**config.mk**
```make
export PLATFORM = sky130hd
export DESIGN_NAME = port_mode_control
export DESIGN_NICKNAME = d
export VERILOG_FILES = /design/src/hw/mode_ctrl_pkg.sv /design/src/hw/port_mode_control.sv
export SDC_FILE = /design/constraint.sdc
export NUM_CORES = 1
export LEC_CHECK = 0
export BUFFER_PORTS_ARGS = -buffer_cell sky130_fd_sc_hd__buf_4
export CELL_PAD_IN_SITES_DETAIL_PLACEMENT = 1
export CELL_PAD_IN_SITES_GLOBAL_PLACEMENT = 1
export CORE_MARGIN = 2
export CORE_UTILIZATION = 35
export DETAILED_ROUTE_END_ITERATION = 8
export PLACE_DENSITY_LB_ADDON = 0.1
export SYNTH_ARGS = -nofsm -noshare
export SYNTH_HDL_FRONTEND = slang
export SYNTH_SLANG_ARGS = --single-unit
```
**constraint.sdc**
```tcl
create_clock -name clk -period 5.2 [get_ports clk]
set_input_delay 0.52 -clock clk [delete_from_list [all_inputs] [get_ports clk]]
set_output_delay 0.52 -clock clk [all_outputs]
set_load 0.02 [all_outputs]
```
**src/hw/mode_ctrl_pkg.sv**
```systemverilog
// Package with the layout, reset value and timing of the port mode control register.
package mode_ctrl_pkg;
    localparam logic [4:0] REG_ADDR_MODE = 5'h00;
    localparam int BIT_SW_RESET = 15;
    localparam int BIT_LOOPBACK = 14;
    localparam int BIT_SPEED_LSB = 13;
    localparam int BIT_AN_ENABLE = 12;
    localparam int BIT_POWER_DOWN = 11;
    localparam int BIT_ISOLATE = 10;
    localparam int BIT_AN_RESTART = 9;
    localparam int BIT_DUPLEX = 8;
    localparam int BIT_COL_TEST = 7;
    localparam int BIT_SPEED_MSB = 6;
    localparam int BIT_UNIDIR = 5;
    localparam logic [15:0] MODE_RESET = 16'h1040;
    localparam logic [15:0] MODE_WMASK = 16'hffe0;
    localparam logic [1:0] SPEED_10 = 2'h0;
    localparam logic [1:0] SPEED_100 = 2'h1;
    localparam logic [1:0] SPEED_1000 = 2'h2;
    localparam logic [1:0] SPEED_RSVD = 2'h3;
    localparam int CLK_FREQ_HZ = 20_000_000;
    localparam int SW_RESET_TIME_NS = 1000;
    localparam int SW_RESET_CYCLES =
        (SW_RESET_TIME_NS * (CLK_FREQ_HZ / 1_000_000) + 999) / 1000;
endpackage

```
**src/hw/port_mode_control.sv**
```systemverilog
// Port mode control register with its control decode toward the port logic.
`timescale 1ns/1ps
// Summary of operation
// Software reset restores defaults, then self-clears.
// Controller waits 1 us after reset.
// Loopback uses configured speed and duplex.
// Speed code bit6 MSB, bit13 LSB.
// Bit 12 enables autonegotiation, resets to one.
// Isolate disables MAC outputs, ignores inputs.
// Restart autonegotiation pulses, then self-clears.
// Duplex one full, zero half.
// Bit 7 enables collision test.
// Unidirectional only when autoneg off, full duplex.
// Fiber unidirectional transmits regardless of link.
// Software sets master/slave before forced gigabit.
// Software powers down after forced-gigabit link drop.
// Software polls until reset bit clears.
// Power-down halts media, management stays alive.
// Reserved bits 4:0 read zero.
module port_mode_control (
    input wire logic clk,
    input wire logic sys_rst,
    input wire logic reg_wr,
    input wire logic reg_rd,
    input wire logic [4:0] reg_addr,
    input wire logic [15:0] reg_wdata,
    input wire logic link_up,
    input wire logic fiber_mode,
    input wire logic mac_tx_en,
    output logic [15:0] reg_rdata,
    output logic rst_busy,
    output logic sw_reset_pulse,
    output logic an_restart_pulse,
    output logic loopback_en,
    output logic [1:0] speed_sel,
    output logic an_enable,
    output logic power_down,
    output logic media_active,
    output logic mac_out_en,
    output logic mac_tx_gated,
    output logic full_duplex,
    output logic col_test_en,
    output logic tx_allowed
);
    logic [15:0] mode_r, mode_nxt;
    logic [15:0] rdata_r, rdata_nxt;
    logic [7:0] rst_cnt_r, rst_cnt_nxt;
    logic rst_pls_r, rst_pls_nxt;
    logic an_pls_r, an_pls_nxt;
    logic [1:0] link_sync_r, fiber_sync_r, tx_sync_r;
    logic tx_allowed_r, tx_allowed_nxt;
    logic gated_r, gated_nxt;
    logic media_r, media_nxt;
    logic mac_en_r, mac_en_nxt;
    logic sel;
    localparam int RST_DELAY = mode_ctrl_pkg::SW_RESET_CYCLES;

    assign sel = reg_addr == mode_ctrl_pkg::REG_ADDR_MODE;

    always_comb begin
        mode_nxt = mode_r;
        rst_cnt_nxt = rst_cnt_r;
        rst_pls_nxt = 1'b0;
        an_pls_nxt = 1'b0;
        rdata_nxt = rdata_r;
        if (rst_cnt_r != 8'h00) begin
            rst_cnt_nxt = rst_cnt_r - 8'h01;
            if (rst_cnt_r == 8'h01) begin
                mode_nxt = mode_ctrl_pkg::MODE_RESET;
            end
        end else if (reg_wr && sel) begin
            mode_nxt = reg_wdata & mode_ctrl_pkg::MODE_WMASK;
            mode_nxt[mode_ctrl_pkg::BIT_AN_RESTART] = 1'b0;
            an_pls_nxt = reg_wdata[mode_ctrl_pkg::BIT_AN_RESTART];
            if (reg_wdata[mode_ctrl_pkg::BIT_SW_RESET]) begin
                rst_pls_nxt = 1'b1;
                rst_cnt_nxt = 8'(mode_ctrl_pkg::SW_RESET_CYCLES);
            end
        end
        if (reg_rd) begin
            rdata_nxt = sel ? mode_r : 16'h0000;
        end
        media_nxt = !mode_nxt[mode_ctrl_pkg::BIT_POWER_DOWN];
        mac_en_nxt = !mode_nxt[mode_ctrl_pkg::BIT_ISOLATE];
    end

    always_ff @(posedge clk or posedge sys_rst) begin
        if (sys_rst) begin
            mode_r <= mode_ctrl_pkg::MODE_RESET;
            rdata_r <= 16'h0000;
            rst_cnt_r <= 8'h00;
            rst_pls_r <= 1'b0;
            an_pls_r <= 1'b0;
            media_r <= !mode_ctrl_pkg::MODE_RESET[
                mode_ctrl_pkg::BIT_POWER_DOWN];
            mac_en_r <= !mode_ctrl_pkg::MODE_RESET[
                mode_ctrl_pkg::BIT_ISOLATE];
        end else begin
            mode_r <= mode_nxt;
            rdata_r <= rdata_nxt;
            rst_cnt_r <= rst_cnt_nxt;
            rst_pls_r <= rst_pls_nxt;
            an_pls_r <= an_pls_nxt;
            media_r <= media_nxt;
            mac_en_r <= mac_en_nxt;
        end
    end

    always_ff @(posedge clk or posedge sys_rst) begin
        if (sys_rst) begin
            link_sync_r <= 2'h0;
            fiber_sync_r <= 2'h0;
            tx_sync_r <= 2'h0;
        end else begin
            link_sync_r <= {link_sync_r[0], link_up};
            fiber_sync_r <= {fiber_sync_r[0], fiber_mode};
            tx_sync_r <= {tx_sync_r[0], mac_tx_en};
        end
    end

    always_comb begin
        // Unidirectional applies only with autoneg off and full duplex.
        if (!mode_r[mode_ctrl_pkg::BIT_AN_ENABLE] &&
            mode_r[mode_ctrl_pkg::BIT_DUPLEX] && fiber_sync_r[1] &&
            mode_r[mode_ctrl_pkg::BIT_UNIDIR]) begin
            tx_allowed_nxt = !mode_r[mode_ctrl_pkg::BIT_POWER_DOWN];
        end else begin
            tx_allowed_nxt = link_sync_r[1] &&
                !mode_r[mode_ctrl_pkg::BIT_POWER_DOWN];
        end
        gated_nxt = tx_sync_r[1] &&
            !mode_r[mode_ctrl_pkg::BIT_ISOLATE];
    end

    always_ff @(posedge clk or posedge sys_rst) begin
        if (sys_rst) begin
            tx_allowed_r <= 1'b0;
            gated_r <= 1'b0;
        end else begin
            tx_allowed_r <= tx_allowed_nxt;
            gated_r <= gated_nxt;
        end
    end

    assign reg_rdata = rdata_r;
    assign rst_busy = mode_r[mode_ctrl_pkg::BIT_SW_RESET];
    assign sw_reset_pulse = rst_pls_r;
    assign an_restart_pulse = an_pls_r;
    assign loopback_en = mode_r[mode_ctrl_pkg::BIT_LOOPBACK];
    assign speed_sel = {mode_r[mode_ctrl_pkg::BIT_SPEED_MSB],
                        mode_r[mode_ctrl_pkg::BIT_SPEED_LSB]};
    assign an_enable = mode_r[mode_ctrl_pkg::BIT_AN_ENABLE];
    assign power_down = mode_r[mode_ctrl_pkg::BIT_POWER_DOWN];
    assign media_active = media_r;
    assign mac_out_en = mac_en_r;
    assign mac_tx_gated = gated_r;
    assign full_duplex = mode_r[mode_ctrl_pkg::BIT_DUPLEX];
    assign col_test_en = mode_r[mode_ctrl_pkg::BIT_COL_TEST];
    assign tx_allowed = tx_allowed_r;
endmodule // port_mode_control

```
==> run summary <==
status: completed
post-synth top area share: 0.512
Power Dens Cells: 385 nW/um2
Hold Path End: tx_sync_r[0]
final hold vios: 0
critical path fanouts, max: 13
reg2reg setup slack: 2.31 ns
CP Class: reg2reg
Main synth FF type: dfrtp_1
grt ovf: 0
Cells after Synth: 147
CTS Sinks: 41
CTS root buf: clkbuf_8
peak supply drop: 164 uV
final slew viol count: 0
Period minus WS final: 2.89 ns
# DRC: 0
fin nets: 224
Clk pin slew, worst setup/hold paths: 0.08 ns
Sw Ratio: 0.322
CTS Buffer Depth: 2
Iter 0 DRT Violations: 26
CTS Hold Bufs: 0
number of flops mapped to enable cells by yosys: 0
Leak Pwr: 1.10 nW
first-pass GRT wire length: 6330 um
total CTS buffers: 5
vias in the first global route: 1286
starting density of the core: 0.359
RSZ-0062 raised after global routing: no
Clock Latency Late Sink: 0.29 ns
Die Area: 5760 um2
Worst Hold Depth: 1
syn nets: 178
Syn Std Cell Area: 1810 um2
reg2reg start: rst_cnt_r[0]
hold_sp: mac_tx_en
FFs w/ async S/R, synth: 1.00
initial antenna violation count: 0
clock skew: 0.00745 ns
setup_tns: 0 ns
crit path launch type: register
sequential area share after synthesis: 0.570
Sw Pwr: 0.000286 W
largest area contributor in the netlist: dfrtp_1
reg2reg path depth: 5
top cells by area, synth: dfrtp_1 51%, dfstp_2 5.8%, mux2i_1 5.5%, a22o_1 4.8%, o21ai_0 3.6%
wire per inst: 15.4 um
Req. time, crit path: 5.38 ns
Final Cycle Share: 0.556
detailed placement HPWL: 2870 um
Ant. Diodes: 0
fmax: 346 MHz
setup violators final: 0
filler cell count in the final layout: 544
Vias/cell: 4.88
Vias: 1289
Int Pwr: 0.000602 W
row count: 26
Routed Antenna Nets: 0
core footprint: 5040 um2
post-cts resize count: 0
crit path DAT: 3.07 ns
Placer Congestion: 0.779
combinational share of power: 0.241
Setup Buffers After CTS: 0
I/O Pins: 58
Seq cells post-synth: 41
Yosys cell types: 42
largest net degree at the start of global routing: 42
most common library cells after synthesis: 37 x dfrtp_1, 13 x o21ai_0, 10 x a22o_1, 10 x inv_1, 10 x mux2i_1
die height: 75.9 um
Post-Route WL: 4070 um
Yosys warning total: 0
slew margin rel.: 0.302
worst slew pin tran: 1.04 ns
synthesis-to-finish area growth: 27.7%
Flop pwr share: 0.476
Hold Path Class: in2reg
reg2reg end: mode_r[11]
Chip Width: 75.9 um
first drt pass iteration count: 4
crit end category: register
end-of-flow core utilization: 0.458
Syn Area/Cell: 12.3 um2
maxcap violations: 0
All-Layer GR Usage: 0.153
H-tree depth: 2
top-count cell post-synth: dfrtp_1
TritonCTS clock tree: yes
I/O Buffers: 52
layout cells sized above 1: 0.392
Clk pwr share: 0.283
metrics by stage:
| stage | instances | area (um2) | power [W] | hold WS (ns) | worst slack (ns) |
|---|---|---|---|---|---|
| after global routing | 264 | 2310 | 0.000946 | 0.305 | 2.20 |
| after floorplan | 147 | 1810 | 0.000565 | 0.331 | 3.10 |
| after CTS | 264 | 2310 | 0.000899 | 0.316 | 2.33 |
| after detailed placement | 256 | 2200 | 0.000642 | 0.344 | 2.35 |
| after global placement | 256 | 2200 | 0.000627 | 0.332 | 2.41 |
| final | 264 | 2310 | 0.000888 | 0.328 | 2.31 |
worst max path at each step:
stage / slack [ns] / endpoint / startpoint
6_report: 2.31 / mode_r[11] / rst_cnt_r[0]
5_1_grt: 2.20 / mode_r[11] / rst_cnt_r[0]
4_1_cts: 2.33 / mode_r[11] / rst_cnt_r[0]
3_5_place_dp: 2.35 / mode_r[11] / rst_cnt_r[0]
3_3_place_gp: 2.41 / mode_r[11] / rst_cnt_r[0]
2_1_floorplan: 3.10 / mode_r[11] / rst_cnt_r[0]
registers in the layout, summed over array words and instances, names as in the netlist:
signal and cells:
reg_rdata 11, sw_reset_pulse 1, link_sync_r 2, tx_sync_r 2, mac_out_en 1, mac_tx_gated 1
media_active 1, fiber_sync_r 2, mode_r 10, rst_cnt_r 8, an_restart_pulse 1, tx_allowed 1
power groups by stage:
stage,Combinational [W],Sequential (W),Clock [W]
3_3_place_gp,0.000207,0.000420,0
6_report,0.000214,0.000422,0.000252
5_1_grt,0.000241,0.000431,0.000274
2_1_floorplan,0.000151,0.000415,0
3_5_place_dp,0.000215,0.000427,0
4_1_cts,0.000217,0.000421,0.000261
placed cells by master (no fill, tap or decap), types with 2 or more instances in the layout:
cell      Yosys  routed
buf_4         7      54
dfrtp_1      37      37
o21ai_0      13      13
inv_1        10      10
a22o_1       10      10
mux2i_1      10      10
clkbuf_8      0       5
nor2_1        4       4
a21oi_1       4       4
dfstp_2       4       4
mux2_2        3       3
a21boi_0      3       3
ha_1          3       3
nor4_1        2       2
or4_4         2       2
or3b_2        2       2
a211o_1       2       2
nor2b_1       2       2
nand2_1       2       2
kinds of logic (layout without fill, tap and decap cells):
kind of cell	after synthesis	in the layout	synth area share
mux	13	13	0.0740
compound gates	39	39	0.149
xor+xnor	1	1	0.00485
fa+ha+maj	3	3	0.0208
buf+inv	25	72	0.0761
flops	41	41	0.570
simple gates	25	25	0.105
layout make-up:
type / instances / area (um2) / area share
flip-flops and latches: 41 / 1030 / 0.447
multi-input cells: 81 / 639 / 0.277
repair buffers: 54 / 405 / 0.176
well taps: 70 / 87.6 / 0.0379
clock buffers: 6 / 72.6 / 0.0314
inverters: 10 / 37.5 / 0.0163
clock inverters: 2 / 35.0 / 0.0152
critical path: stages (launching register included):
cell and delay (ns):
dfrtp_1 0.44, inv_1 0.12, ha_1 0.35, or3b_2 0.56, nor4_4 0.88, mux2_2 0.42
metal layers:
metal  wire [um]  track usage
met5           0            0
met4          52       0.0585
met3         279       0.0476
met2        1940        0.243
met1        1800        0.194
No activity file was read; power rests on OpenSTA's default activity.
